===== config.mk =====
export PLATFORM = sky130hd
export DESIGN_NAME = ieb_bank
export DESIGN_NICKNAME = d
export VERILOG_FILES = /design/src/rtl/ieb_pkg.sv /design/src/rtl/ieb_flag_if.sv /design/src/rtl/ieb_bank.sv /design/src/rtl/ieb_sticky_bank.sv /design/src/rtl/ieb_aer_fwd.sv
export SDC_FILE = /design/constraint.sdc
export NUM_CORES = 1
export LEC_CHECK = 0
export BUFFER_PORTS_ARGS = -buffer_cell sky130_fd_sc_hd__clkbuf_2
export CAP_MARGIN = 15
export CORE_MARGIN = 4
export CORE_UTILIZATION = 25
export CTS_CLUSTER_DIAMETER = 50
export DETAILED_ROUTE_END_ITERATION = 10
export PLACE_DENSITY = 0.43
export SYNTH_ARGS = -nofsm -noshare
export SYNTH_HDL_FRONTEND = slang
export SYNTH_SLANG_ARGS = --single-unit

===== constraint.sdc =====
create_clock -name clk -period 4.6 [get_ports clk]
set_input_delay 1.38 -clock clk [delete_from_list [all_inputs] [get_ports clk]]
set_output_delay 1.38 -clock clk [all_outputs]
set_load 0.02 [all_outputs]

===== src/rtl/ieb_pkg.sv =====
// Constants for the internal error status bank: map, fields, reset values.
// Assumes a 32-bit register port with byte addresses.
`default_nettype none

package ieb_pkg;

  // ****************************************************************
  // Register map
  // ****************************************************************
  localparam int          ADDR_W         = 12;
  localparam int          DATA_W         = 32;
  localparam logic [11:0] OFF_CTRL       = 12'h480;
  localparam logic [11:0] OFF_STS_LOW    = 12'h484;
  localparam logic [11:0] OFF_IRQ_STATUS = 12'h490;
  localparam logic [11:0] OFF_IRQ_ENABLE = 12'h494;
  localparam logic [11:0] OFF_IRQ_CLEAR  = 12'h498;

  // ****************************************************************
  // Reset values
  // ****************************************************************
  localparam logic        CTRL_EN_RST = 1'h1;
  localparam logic [31:0] STS_RST     = 32'h0000_0000;
  localparam logic [31:0] IRQ_EN_RST  = 32'h0000_0000;

  // ****************************************************************
  // Field positions
  // ****************************************************************
  localparam int CTRL_EN_BIT   = 0;
  localparam int B_IN_P_TO     = 0;
  localparam int B_IN_NP_TO    = 1;
  localparam int B_IN_CPL_TO   = 2;
  localparam int B_EG_P_TO     = 4;
  localparam int B_EG_NP_TO    = 5;
  localparam int B_EG_CPL_TO   = 6;
  localparam int B_IN_DAT_SBE  = 7;
  localparam int B_IN_DAT_DBE  = 8;
  localparam int B_IN_CTL_SBE  = 9;
  localparam int B_IN_CTL_DBE  = 10;
  localparam int B_EG_DAT_SBE  = 11;
  localparam int B_EG_DAT_DBE  = 12;
  localparam int B_EG_CTL_SBE  = 13;
  localparam int B_EG_CTL_DBE  = 14;
  localparam int B_PARITY      = 15;
  localparam int B_RP_CTL_SBE  = 17;
  localparam int B_RP_CTL_DBE  = 18;
  localparam int B_DI_P_TO     = 19;
  localparam int B_DI_NP_TO    = 20;
  localparam int B_DI_CPL_TO   = 21;
  localparam int B_DI_DAT_SBE  = 23;
  localparam int B_DI_DAT_DBE  = 24;
  localparam int B_DI_CTL_SBE  = 25;
  localparam int B_DI_CTL_DBE  = 26;
  localparam int B_DO_SBE      = 27;
  localparam int B_DO_DBE      = 28;
  localparam int B_DMA_PARITY  = 31;

  // ****************************************************************
  // Masks
  // ****************************************************************
  localparam logic [31:0] STS_IMPL_MASK = 32'h9fbe_fff7;
  localparam logic [31:0] STS_DMA_MASK  = 32'h9fb8_0000;
  localparam logic [31:0] STS_CORR_MASK = 32'h0a82_2a80;

endpackage : ieb_pkg

`default_nettype wire


===== src/rtl/ieb_flag_if.sv =====
// Bundle between a sticky flag bank and the logic that sets and clears it.
// Assumes one clock shared by both ends.
`default_nettype none

interface ieb_flag_if #(
  parameter int W = 32
);
  logic [W-1:0] set;
  logic [W-1:0] clr;
  logic [W-1:0] flags;

  modport bank (input set, input clr, output flags);
  modport user (output set, output clr, input flags);
endinterface : ieb_flag_if

`default_nettype wire


===== src/rtl/ieb_bank.sv =====
// Per-port internal error control and status bank with interrupt layer.
// Assumes synchronous event pulses and a simple one-cycle register port.
//
// Functional notes
// [RULE1] Control bit 0 resets to one; while set, errors go to error reporting.
// [RULE2] Ingress buffer posted, non-posted, completion time-outs set bits 0, 1, 2.
// [RULE3] Egress buffer posted, non-posted, completion time-outs set bits 4, 5, 6.
// [RULE4] Ingress data RAM: corrected single error bit 7, double error bit 8.
// [RULE5] Ingress control RAM: corrected single error bit 9, double bit 10.
// [RULE6] Egress data RAM: corrected single error bit 11, double bit 12.
// [RULE7] Egress control RAM: corrected single error bit 13, double bit 14.
// [RULE8] Data path parity error of normal traffic sets bit 15.
// [RULE9] Replay control RAM: corrected single error bit 17, double bit 18.
// [RULE10] DMA ingress posted, non-posted, completion time-outs set bits 19-21.
// [RULE11] DMA ingress data RAM: single error bit 23, double bit 24.
// [RULE12] DMA ingress control RAM: single error bit 25, double bit 26.
// [RULE13] DMA egress RAM: single error bit 27, double bit 28.
// [RULE14] DMA data path parity error sets bit 31.
// [RULE15] Without DMA function every DMA status bit stays zero.
// [RULE16] Write one clears a flag; flags and enable survive warm reset. The interrupt flags and interrupt enable here clear on warm reset.
// [RULE17] Reserved bits read zero and ignore writes.
//
// The strobed register port is this design's own decision.
`default_nettype none

module ieb_bank #(
  parameter bit HAS_DMA = 1'b1
) (
  // Clock, resets, enable
  input  wire logic        clk,
  input  wire logic        rst_n,
  input  wire logic        rst_warm_n,
  input  wire logic        ce,
  // Register port
  input  wire logic [11:0] reg_addr,
  input  wire logic [31:0] reg_wdata,
  input  wire logic        reg_wr,
  input  wire logic        reg_rd,
  output logic      [31:0] reg_rdata_q,
  // Frame buffer time-outs
  input  wire logic        ingress_posted_timeout,
  input  wire logic        ingress_nonposted_timeout,
  input  wire logic        ingress_completion_timeout,
  input  wire logic        egress_posted_timeout,
  input  wire logic        egress_nonposted_timeout,
  input  wire logic        egress_completion_timeout,
  // RAM ECC and parity events
  input  wire logic        ingress_data_single_err,
  input  wire logic        ingress_data_double_err,
  input  wire logic        ingress_ctl_single_err,
  input  wire logic        ingress_ctl_double_err,
  input  wire logic        egress_data_single_err,
  input  wire logic        egress_data_double_err,
  input  wire logic        egress_ctl_single_err,
  input  wire logic        egress_ctl_double_err,
  input  wire logic        datapath_parity_err,
  input  wire logic        replay_ctl_single_err,
  input  wire logic        replay_ctl_double_err,
  // DMA function events
  input  wire logic        dma_in_posted_timeout,
  input  wire logic        dma_in_nonposted_timeout,
  input  wire logic        dma_in_completion_timeout,
  input  wire logic        dma_in_data_single_err,
  input  wire logic        dma_in_data_double_err,
  input  wire logic        dma_in_ctl_single_err,
  input  wire logic        dma_in_ctl_double_err,
  input  wire logic        dma_out_single_err,
  input  wire logic        dma_out_double_err,
  input  wire logic        dma_datapath_parity_err,
  // Reporting and interrupt
  output logic             aer_corr_q,
  output logic             aer_uncorr_q,
  output logic             irq
);

  // ****************************************************************
  // Declarations
  // ****************************************************************
  logic        int_err_report_enable_q;
  logic [31:0] irq_en_q;
  logic [31:0] ev_raw;
  logic [31:0] ev;
  logic [31:0] dma_keep;
  logic [31:0] rd_mux;
  logic        warm_rst_n;
  logic        wr_ctrl;
  logic        wr_sts;
  logic        wr_irq_en;
  logic        wr_irq_clr;

  ieb_flag_if #(.W(32)) sts_if ();
  ieb_flag_if #(.W(32)) irq_if ();

  // ****************************************************************
  // Event collection
  // ****************************************************************

  // Place each detection pulse at its status position
  always_comb begin
    ev_raw = 32'h0000_0000;
    ev_raw[ieb_pkg::B_IN_P_TO]    = ingress_posted_timeout;     // RULE2
    ev_raw[ieb_pkg::B_IN_NP_TO]   = ingress_nonposted_timeout;  // RULE2
    ev_raw[ieb_pkg::B_IN_CPL_TO]  = ingress_completion_timeout; // RULE2
    ev_raw[ieb_pkg::B_EG_P_TO]    = egress_posted_timeout;      // RULE3
    ev_raw[ieb_pkg::B_EG_NP_TO]   = egress_nonposted_timeout;   // RULE3
    ev_raw[ieb_pkg::B_EG_CPL_TO]  = egress_completion_timeout;  // RULE3
    ev_raw[ieb_pkg::B_IN_DAT_SBE] = ingress_data_single_err;    // RULE4
    ev_raw[ieb_pkg::B_IN_DAT_DBE] = ingress_data_double_err;    // RULE4
    ev_raw[ieb_pkg::B_IN_CTL_SBE] = ingress_ctl_single_err;     // RULE5
    ev_raw[ieb_pkg::B_IN_CTL_DBE] = ingress_ctl_double_err;     // RULE5
    ev_raw[ieb_pkg::B_EG_DAT_SBE] = egress_data_single_err;     // RULE6
    ev_raw[ieb_pkg::B_EG_DAT_DBE] = egress_data_double_err;     // RULE6
    ev_raw[ieb_pkg::B_EG_CTL_SBE] = egress_ctl_single_err;      // RULE7
    ev_raw[ieb_pkg::B_EG_CTL_DBE] = egress_ctl_double_err;      // RULE7
    ev_raw[ieb_pkg::B_PARITY]     = datapath_parity_err;        // RULE8
    ev_raw[ieb_pkg::B_RP_CTL_SBE] = replay_ctl_single_err;      // RULE9
    ev_raw[ieb_pkg::B_RP_CTL_DBE] = replay_ctl_double_err;      // RULE9
    ev_raw[ieb_pkg::B_DI_P_TO]    = dma_in_posted_timeout;      // RULE10
    ev_raw[ieb_pkg::B_DI_NP_TO]   = dma_in_nonposted_timeout;   // RULE10
    ev_raw[ieb_pkg::B_DI_CPL_TO]  = dma_in_completion_timeout;  // RULE10
    ev_raw[ieb_pkg::B_DI_DAT_SBE] = dma_in_data_single_err;     // RULE11
    ev_raw[ieb_pkg::B_DI_DAT_DBE] = dma_in_data_double_err;     // RULE11
    ev_raw[ieb_pkg::B_DI_CTL_SBE] = dma_in_ctl_single_err;      // RULE12
    ev_raw[ieb_pkg::B_DI_CTL_DBE] = dma_in_ctl_double_err;      // RULE12
    ev_raw[ieb_pkg::B_DO_SBE]     = dma_out_single_err;         // RULE13
    ev_raw[ieb_pkg::B_DO_DBE]     = dma_out_double_err;         // RULE13
    ev_raw[ieb_pkg::B_DMA_PARITY] = dma_datapath_parity_err;    // RULE14
  end

  // Drop DMA events on ports without DMA, and reserved positions
  assign dma_keep = HAS_DMA ? 32'hffff_ffff : ~ieb_pkg::STS_DMA_MASK; // RULE15
  assign ev       = ev_raw & dma_keep & ieb_pkg::STS_IMPL_MASK;      // RULE17

  // ****************************************************************
  // Register decode
  // ****************************************************************

  // Write strobes per register
  assign wr_ctrl    = reg_wr && (reg_addr == ieb_pkg::OFF_CTRL);
  assign wr_sts     = reg_wr && (reg_addr == ieb_pkg::OFF_STS_LOW);
  assign wr_irq_en  = reg_wr && (reg_addr == ieb_pkg::OFF_IRQ_ENABLE);
  assign wr_irq_clr = reg_wr && (reg_addr == ieb_pkg::OFF_IRQ_CLEAR);
  assign warm_rst_n = rst_n & rst_warm_n;

  // Enable bit: only a fundamental reset restores it
  always_ff @(posedge clk) begin
    if (!rst_n) begin
      int_err_report_enable_q <= ieb_pkg::CTRL_EN_RST; // RULE1 RULE16
    end else if (ce && wr_ctrl) begin
      int_err_report_enable_q <= reg_wdata[ieb_pkg::CTRL_EN_BIT]; // RULE17
    end
  end

  // Interrupt enable, cleared by any reset
  always_ff @(posedge clk) begin
    if (!warm_rst_n) begin
      irq_en_q <= ieb_pkg::IRQ_EN_RST;
    end else if (ce && wr_irq_en) begin
      irq_en_q <= reg_wdata & ieb_pkg::STS_IMPL_MASK;
    end
  end

  // ****************************************************************
  // Flag banks
  // ****************************************************************

  // Status flags: set by events, cleared by writing ones
  assign sts_if.set = ev;                                             // RULE2
  assign sts_if.clr = wr_sts ? reg_wdata : 32'h0000_0000;             // RULE16

  ieb_sticky_bank #(.W(32)) u_sts (
    .clk   (clk),
    .rst_n (rst_n),
    .ce    (ce),
    .fl    (sts_if.bank)
  );

  // Interrupt flags: same layout, cleared through the clear register
  assign irq_if.set = ev;
  assign irq_if.clr = wr_irq_clr ? reg_wdata : 32'h0000_0000;

  ieb_sticky_bank #(.W(32)) u_irq (
    .clk   (clk),
    .rst_n (warm_rst_n),
    .ce    (ce),
    .fl    (irq_if.bank)
  );

  assign irq = |(irq_if.flags & irq_en_q);

  // ****************************************************************
  // Error reporting
  // ****************************************************************
  ieb_aer_fwd u_fwd (
    .clk          (clk),
    .rst_n        (warm_rst_n),
    .ce           (ce),
    .report_en    (int_err_report_enable_q), // RULE1
    .ev           (ev),
    .aer_corr_q   (aer_corr_q),
    .aer_uncorr_q (aer_uncorr_q)
  );

  // ****************************************************************
  // Read path
  // ****************************************************************

  // Select read value; unmapped and write-only read zero
  always_comb begin
    rd_mux = 32'h0000_0000;
    unique case (reg_addr)
      ieb_pkg::OFF_CTRL:       rd_mux = {31'h0, int_err_report_enable_q}; // RULE17
      ieb_pkg::OFF_STS_LOW:    rd_mux = sts_if.flags;
      ieb_pkg::OFF_IRQ_STATUS: rd_mux = irq_if.flags;
      ieb_pkg::OFF_IRQ_ENABLE: rd_mux = irq_en_q;
      default:                 rd_mux = 32'h0000_0000;
    endcase
  end

  // Read data stands only in the cycle after the strobe
  always_ff @(posedge clk) begin
    if (!warm_rst_n) begin
      reg_rdata_q <= 32'h0000_0000;
    end else if (ce) begin
      reg_rdata_q <= reg_rd ? rd_mux : 32'h0000_0000;
    end
  end
endmodule : ieb_bank

`default_nettype wire


===== src/rtl/ieb_sticky_bank.sv =====
// Bank of sticky flags: set by hardware, cleared by writing ones.
// Assumes set and clear are qualified by the caller; set wins over clear.
`default_nettype none

module ieb_sticky_bank #(
  parameter int W = 32
) (
  // Clock, reset, enable
  input  wire logic  clk,
  input  wire logic  rst_n,
  input  wire logic  ce,
  // Flag bundle
  ieb_flag_if.bank   fl
);

  logic [W-1:0] flags_q;

  // Hold, set or clear each flag
  always_ff @(posedge clk) begin
    if (!rst_n) begin
      flags_q <= '0;
    end else if (ce) begin
      flags_q <= (flags_q & ~fl.clr) | fl.set;
    end
  end

  assign fl.flags = flags_q;

endmodule : ieb_sticky_bank

`default_nettype wire


===== src/rtl/ieb_aer_fwd.sv =====
// Forwards detected internal errors as corrected / uncorrected pulses.
// Assumes the event vector holds one-cycle detection pulses.
`default_nettype none

module ieb_aer_fwd (
  // Clock, reset, enable
  input  wire logic        clk,
  input  wire logic        rst_n,
  input  wire logic        ce,
  // Control and events
  input  wire logic        report_en,
  input  wire logic [31:0] ev,
  // Reporting pulses
  output logic             aer_corr_q,
  output logic             aer_uncorr_q
);

  // One pulse per cycle with a detection, only while enabled
  always_ff @(posedge clk) begin
    if (!rst_n) begin
      aer_corr_q   <= 1'h0;
      aer_uncorr_q <= 1'h0;
    end else if (ce) begin
      aer_corr_q   <= report_en & (|(ev & ieb_pkg::STS_CORR_MASK));
      aer_uncorr_q <= report_en & (|(ev & ~ieb_pkg::STS_CORR_MASK));
    end
  end

endmodule : ieb_aer_fwd

`default_nettype wire


==> summary.txt, run 1 <==
Layout
  – Post-route design area: about 0.0067 sq mm
  – ANT cells: 0
  – Finished Core Util: between 30% and 40%
  – Layout cells sized above 1: 25.6%
  – Nets: roughly 790
  – Syn-to-layout area delta: 25.4%

Floorplan
  – Die H: 154 um
  – Starting density of the core: 25.4%
  – Die width: around 150 um
  – Io pins: about 110
  – Row cnt: 53
  – Core box area: between 0.02 and 0.025 sq mm
  – Die ar.: 0.0238 sq mm

Synth
  – Seq cells post-synth: 126
  – Synth unique cells: 37
  – Syn. warnings: 0
  – Post-synth ARST share: 0%
  – Mapped Avg Cell Area: ~8.7 sq um
  – Syn_nets: 690
  – Top_reg_cell synth: dfxtp_1
  – Top cells by area, synth: dfxtp_1, nand2_1, a31oi_1
  – Mapped Cells: 613
  – Post-synth EDFFs: 0
  – Seq/Total Area, Yosys: 47.2%
  – Biggest area consumer among synthesized cells: dfxtp_1
  – Syn Std Cell Area: about 0.0053 sq mm
  – Share of the synthesized area in the top cell type: 47.2%

GRT
  – First-pass GRT wire length: slightly below 30 mm
  – Vias in the first global route: a little under 5000
  – Largest net degree at the start of global routing: 43
  – Initial antenna violation count: 0
  – Total Routing Usage GR: 16.0%
  – Grt ovf: 0

Clock tree
  – Clock sinks: approximately 130
  – Htree depth: 4
  – Post-cts resize count: 0
  – Post CTS Setup Buffer Count: 0
  – Clk root buf: clkbuf_16
  – Clock Path Buffers: 2
  – CTS tree: yes
  – Hold-fix buffers, CTS: 0
  – Clock transition at path regs: around 60 ps
  – Number of buffers created by CTS: 17
  – Worst-skew pair later-pin latency: 410 ps

Place
  – Detailed Place HPWL: 13.7 mm
  – Placed cell area: between 0.006 and 0.007 sq mm
  – RePlAce Congestion: just over 0.8
  – Pre-CTS setup slack: approximately 1200 ps
  – Port bufs: around 110

Worst setup path
  – CP cell instances: a22o_1, a221oi_1, nand4_1, or3_1, clkbuf_2
  – Worst Setup SP: u_irq.fl.flags[31]
  – CP max-delay cell: a221oi_1
  – Critical path class: reg2out
  – Startpoint Class: register
  – Nature of the critical path endpoint: primary output
  – CP Max Fanout: 3
  – Largest delay share family, worst path: compound AO/OA/AOI/OAI gates
  – Max stage delay on crit path: around 370 ps
  – Crit path DAT: between 2000 and 2500 ps
  – Buffers and inverters on the worst path: 1
  – Reg-to-reg startpoint: int_err_report_enable_q
  – Data required, critical path: between 3000 and 4000 ps

Timing
  – Final setup viols: 0
  – Tcrit/Tclk final: approximately three quarters
  – RSZ-0062 raised after global routing: false
  – Slew headroom: a little over two fifths
  – Tmin final: between 3000 and 4000 ps
  – Slew @ Worst Pin: about 860 ps
  – Worst setup margin: roughly 1200 ps
  – Setup TNS: 0 ps
  – Slew Limit Fails: 0
  – Layout Skew: ~7 ps
  – Fin. Hold Viols: 0
  – Fmax: approximately 0.3 GHz

Route
  – Vias: between 5000 and 6000
  – Highest routed layer: met4
  – Drt via density: ~5.0
  – Post-DRT Antenna Nets: 0
  – Avg WL per Cell: between 15 and 20 um
  – Met3 WL: between 800 and 900 um
  – Drt total wl: between 15 and 20 mm
  – Wire length on met2: 8.91 mm
  – Number of iterations in the first detailed-routing pass: 5
  – Met1 WL: 8.99 mm
  – Drt first-iter violations: between 300 and 400
  – Residual DRC: 0

Min path
  – Hold crit path type: reg2reg
  – Hold path start: u_sts.fl.flags[29]

Power and ir drop
  – Leak: approximately 2.5 nW
  – Worst vdd ir: between 0.0002 and 0.00025 V
  – PwrDens: between 300 and 400 mW/mm^2

Outcome
  – Status: finished clean

Run
  – Max-cap violations: 0
## layer usage
layer  up-vias  GRT usage [%]
met5         -              0
met4         0           4.50
met3        18           3.38
met2       153           25.8
met1      2395           21.7
li1       2450              -
## cell usage in the layout (no fill, tap or decap), drive strengths merged, types with 3 or more instances in the layout
| cell | n |
|---|---|
| a21oi | 38 |
| a22oi | 31 |
| a31oi | 54 |
| a32oi | 10 |
| and2 | 29 |
| and4 | 4 |
| buf | 13 |
| clkbuf | 134 |
| dfxtp | 126 |
| mux2 | 26 |
| nand2 | 126 |
| nand4 | 8 |
| nor2 | 3 |
| nor4 | 7 |
| o21ai | 87 |
## worst register-to-register path: cells and delay by family, from the launching register on
kind / cells / cell delay [ps]
multiplexers: 1 / 480
AO/OA/AOI/OAI: 1 / 60
buffers and inverters: 1 / 70
flip-flops: 1 / 360
## flip-flops by register name (all words and copies together) (netlist names)
signal and cells:
u_sts.fl.flags 32, u_fwd.aer_uncorr_q 1, u_fwd.aer_corr_q 1, reg_rdata_q 32, int_err_report_enable_q 1, irq_en_q 27, u_irq.fl.flags 32
## power breakdown
group | switching [mW] | internal [mW]
Combinational | 0.108 | 0.0672
Sequential | 0.0178 | 1.12
Clock | 0.474 | 0.844
Total | 0.600 | 2.03
## worst paths after layout
kind	end	slack, ps	depth (start not counted)
setup / recovery	irq	1190	5
setup reg to reg	reg_rdata_q[0]	3490	3
hold reg to reg	u_sts.fl.flags[29]	430	2
hold / removal	u_sts.fl.flags[29]	430	2
## cells in the mapped netlist, drive strengths merged, types with 2 or more instances
| cell | number |
|---|---|
| and4 | 4 |
| buf | 24 |
| and3 | 2 |
| and4bb | 2 |
| a21oi | 38 |
| nor4b | 2 |
| nor4 | 7 |
| nor2b | 2 |
| a32oi | 10 |
| mux2 | 26 |
| nand2 | 126 |
| nor2 | 3 |
| nand4 | 8 |
| clkbuf | 20 |
| and2 | 29 |
| nand3 | 2 |
| a31oi | 54 |
| a22oi | 31 |
| o21ai | 87 |
| dfxtp | 126 |
## kinds of logic after synthesis
logic type             share of synthesized area [%]
flip-flops                                      47.2
AO/OA/AOI/OAI                                   24.6
multiplexers                                    6.09
buffers and inverters                           4.34
AND/OR/NAND/NOR                                 17.8
## cell type report
class                   count  area (sq um)
clock buffers              23           488
clock inverters             6          85.1
fillers                  2266         14300
inverters                   1          3.75
multi-input cells         442          2590
flip-flops and latches    126          2520
well taps                 275           344
repair buffers            124           666
## metrics by stage
| stage | instances | total power [mW] | hold slack, ps |
|---|---|---|---|
| after floorplan | 613 | 1.24 | 412 |
| after global placement | 968 | 1.33 | 420 |
| after detailed placement | 968 | 1.33 | 426 |
| after CTS | 997 | 2.66 | 434 |
| after global routing | 997 | 2.73 | 454 |
| final | 997 | 2.63 | 434 |
Note: power is estimated with default switching activity, not from simulation.
==> inputs of run 2 (changes only) <==
- clock period: 4.6 -> 3.4 ns (I/O delays scaled with it)
==> run 2 against run 1 <==
Against the previous run:
- sequential power increased by 35%
- global-route usage grew 0.15 points
- critical path type unchanged
- via count increased by 0.84%
- first-iteration DRC count is 21% lower
- largest power group unchanged
- register-to-register slack got worse by 1100 ps
- setup slack worse by 840 ps
- sequential cell count unchanged
- combinational power grew 36%
- count of clock-buffer cells in the layout fell by 1
- sequential share of layout area is 0.34 points lower
- wire length grew 1.5%
- non-clock buffer count up 2
==> summary.txt, run 2 (synthesis results as in run 1) <==
Route
  – Drt via density: 5.05 (+0.33%)
  – Vias: 5058 (+0.84%)
  – Drt total wl: 19.3 mm (+1.5%)
  – Residual DRC: 0 (unchanged)
  – Avg WL per Cell: 19.3 um (+1.0%)
  – Drt first-iter violations: 259 (-21%)
  – Number of iterations in the first detailed-routing pass: 4 (-1)
  – Post-DRT Antenna Nets: 0 (unchanged)

Layout
  – Layout cells sized above 1: 26.3% (+0.65 points)
  – Most frequent cells in the layout: nand2_1, dfxtp_1, clkbuf_2, o21ai_0, a31oi_1
  – Nets: 791 (+0.25%)
  – Syn-to-layout area delta: 26.6%
  – Fillers: 2236 (-1.3%)
  – ANT cells: 0 (unchanged)
  – Area of the multi-input gates: 0.00259 sq mm (unchanged)
  – Seq. cell area: 0.00252 sq mm (unchanged)

GRT
  – Largest net degree at the start of global routing: 40 (-7.0%)
  – GR Util met3: 4.05% (+0.68 points)
  – First-pass GRT wire length: 29.5 mm (+0.75%)
  – Gr busiest metal: met2
  – GRT met2 Usage: 26.5% (+0.71 points)
  – Grt ovf: 0 (unchanged)
  – Initial antenna violation count: 0 (unchanged)
  – Global routing usage on met1: 21.7% (-0.027 points)
  – Total Routing Usage GR: 16.2% (+0.15 points)
  – Vias in the first global route: 5074 (+2.0%)

Worst setup path
  – CP Max Fanout: 3 (unchanged)
  – Max stage delay on crit path: 620 ps (+250 ps)
  – Buffers and inverters on the worst path: 1 (unchanged)
  – Reg2Reg Depth: 3 (unchanged)
  – Data required, critical path: 2380 ps (-840 ps)
  – Startpoint Class: register
  – CP max-delay cell: a222oi_1
  – Levels on crit path: 4 (-1)
  – Nature of the critical path endpoint: primary output
  – Largest delay share family, worst path: compound AO/OA/AOI/OAI gates
  – Critical path class: reg2out
  – Crit path DAT: 2030 ps (about the same)
  – CP cell instances: a222oi_1, nand4_1, or3_1, clkbuf_2

Timing
  – Setup TNS: 0 ps (unchanged)
  – Slew headroom: 56.9% (+15 points)
  – Layout Skew: 10.0 ps (+3.23 ps)
  – Fmax: 0.328 GHz
  – Slew Limit Fails: 0 (unchanged)
  – Tmin final: a little over 3000 ps
  – Final setup viols: 0 (unchanged)
  – Fin. Hold Viols: 0 (unchanged)
  – RSZ-0062 raised after global routing: false
  – Tcrit/Tclk final: 89.7%
  – Slew @ Worst Pin: 640 ps (-222 ps)

Clock tree
  – Number of buffers created by CTS: 17 (unchanged)
  – CTS tree: yes
  – Clock transition at path regs: 60 ps (about the same)
  – Worst-skew pair later-pin latency: 420 ps (about the same)
  – Hold-fix buffers, CTS: 0 (unchanged)
  – Post CTS Setup Buffer Count: 0 (unchanged)
  – Post-cts resize count: 0 (unchanged)
  – Clk root buf: clkbuf_16
  – Clock sinks: 126 (unchanged)
  – Htree depth: 4 (unchanged)
  – Clock Path Buffers: 2 (unchanged)

Place
  – Port bufs: 111 (unchanged)
  – Detailed Place HPWL: 13.8 mm (+1.0%)
  – RePlAce Congestion: 0.768 (-4.6%)

Floorplan
  – Core box area: 0.0210 sq mm (unchanged)
  – Row cnt: 53 (unchanged)
  – Die H: 154 um (unchanged)
  – Io pins: 112 (unchanged)
  – Starting density of the core: 25.4% (unchanged)
  – Die ar.: 0.0238 sq mm (unchanged)
  – Die width: 154 um (unchanged)

Outcome
  – Status: finished clean

Power and ir drop
  – Combinational power share: 6.5% (-0.2 points)
  – Worst vdd ir: 0.000250 V (+23%)
  – Clock power share: 51.6% (+1.4 points)
  – Leak: 2.57 nW (+1.1%)
  – PwrDens: 542 mW/mm^2 (+38%)
  – Total power draw: 3.66 mW (+39%)
  – Psw: 834 uW (+39%)
  – Flop pwr share: 41.9% (-1.3 points)
  – Cell Int Power: 2.83 mW (+39%)
  – Net Sw Frac: 22.8% (-0.065 points)

Run
  – Max-cap violations: 0 (unchanged)

Min path
  – Hold crit path type: reg2reg
  – Hold path cells: 2 (unchanged)
==> run 2: cell count changes in the layout (fill, tap and decap cells not counted), sizes merged <==
| cell | change |
|---|---|
| bufinv | +1 |
| clkinvlp | +2 |
| clkbuf | -1 |
| buf | +2 |
| clkinv | +1 |
==> run 2: final timing paths <==
check	startpoint	endpoint	slack, ps
max reg2reg	irq_en_q[0]	reg_rdata_q[0]	2350
min	u_irq.fl.flags[16]	u_irq.fl.flags[16]	430
min reg2reg	u_irq.fl.flags[16]	u_irq.fl.flags[16]	430
max	u_irq.fl.flags[24]	irq	350
==> run 2: cell type report <==
type	instances	area share, %
tap	275	5.09
multi-input combinational	442	38.3
clock buffer	22	7.17
clock inverter	10	2.00
inverter	1	0.0555
timing repair buffer	126	10.1
sequential	126	37.3
==> run 2: worst reg2reg max path, delay by kind of cell (launching register included) <==
family,cells,cell delay (ps)
buffers and inverters,1,70
flip-flops,1,340
AO/OA/AOI/OAI,1,60
multiplexers,1,470
==> run 2: power by group through the flow <==
| stage | Clock (mW) | Sequential [mW] | Combinational (mW) |
|---|---|---|---|
| global placement | 0 | 1.57 | 0.235 |
| floorplan | 0 | 1.56 | 0.117 |
| detailed placement | 0 | 1.57 | 0.238 |
| CTS | 1.93 | 1.53 | 0.239 |
| global route | 2.00 | 1.54 | 0.262 |
| finish | 1.89 | 1.54 | 0.238 |
==> run 2: per-stage QoR <==
stage	util, %	instance area, sq um	cells	hold WS [ps]	setup slack, ps
after floorplan	-	5340	613	412	1170
after global placement	29.2	6140	970	419	649
after detailed placement	29.2	6140	970	425	629
after CTS	32.1	6760	1002	435	343
after global routing	32.1	6760	1002	457	354
final	32.1	6760	1002	433	351
==> run 2: routing by layer <==
| metal | share of wire [%] | wire length (um) | up-vias |
|---|---|---|---|
| met4 | 0.53 | 102 | 0 |
| met1 | 47 | 9030 | 2454 |
| met3 | 4.8 | 930 | 8 |
| li1 | - | - | 2459 |
| met5 | 0 | 0 | - |
| met2 | 48 | 9260 | 137 |
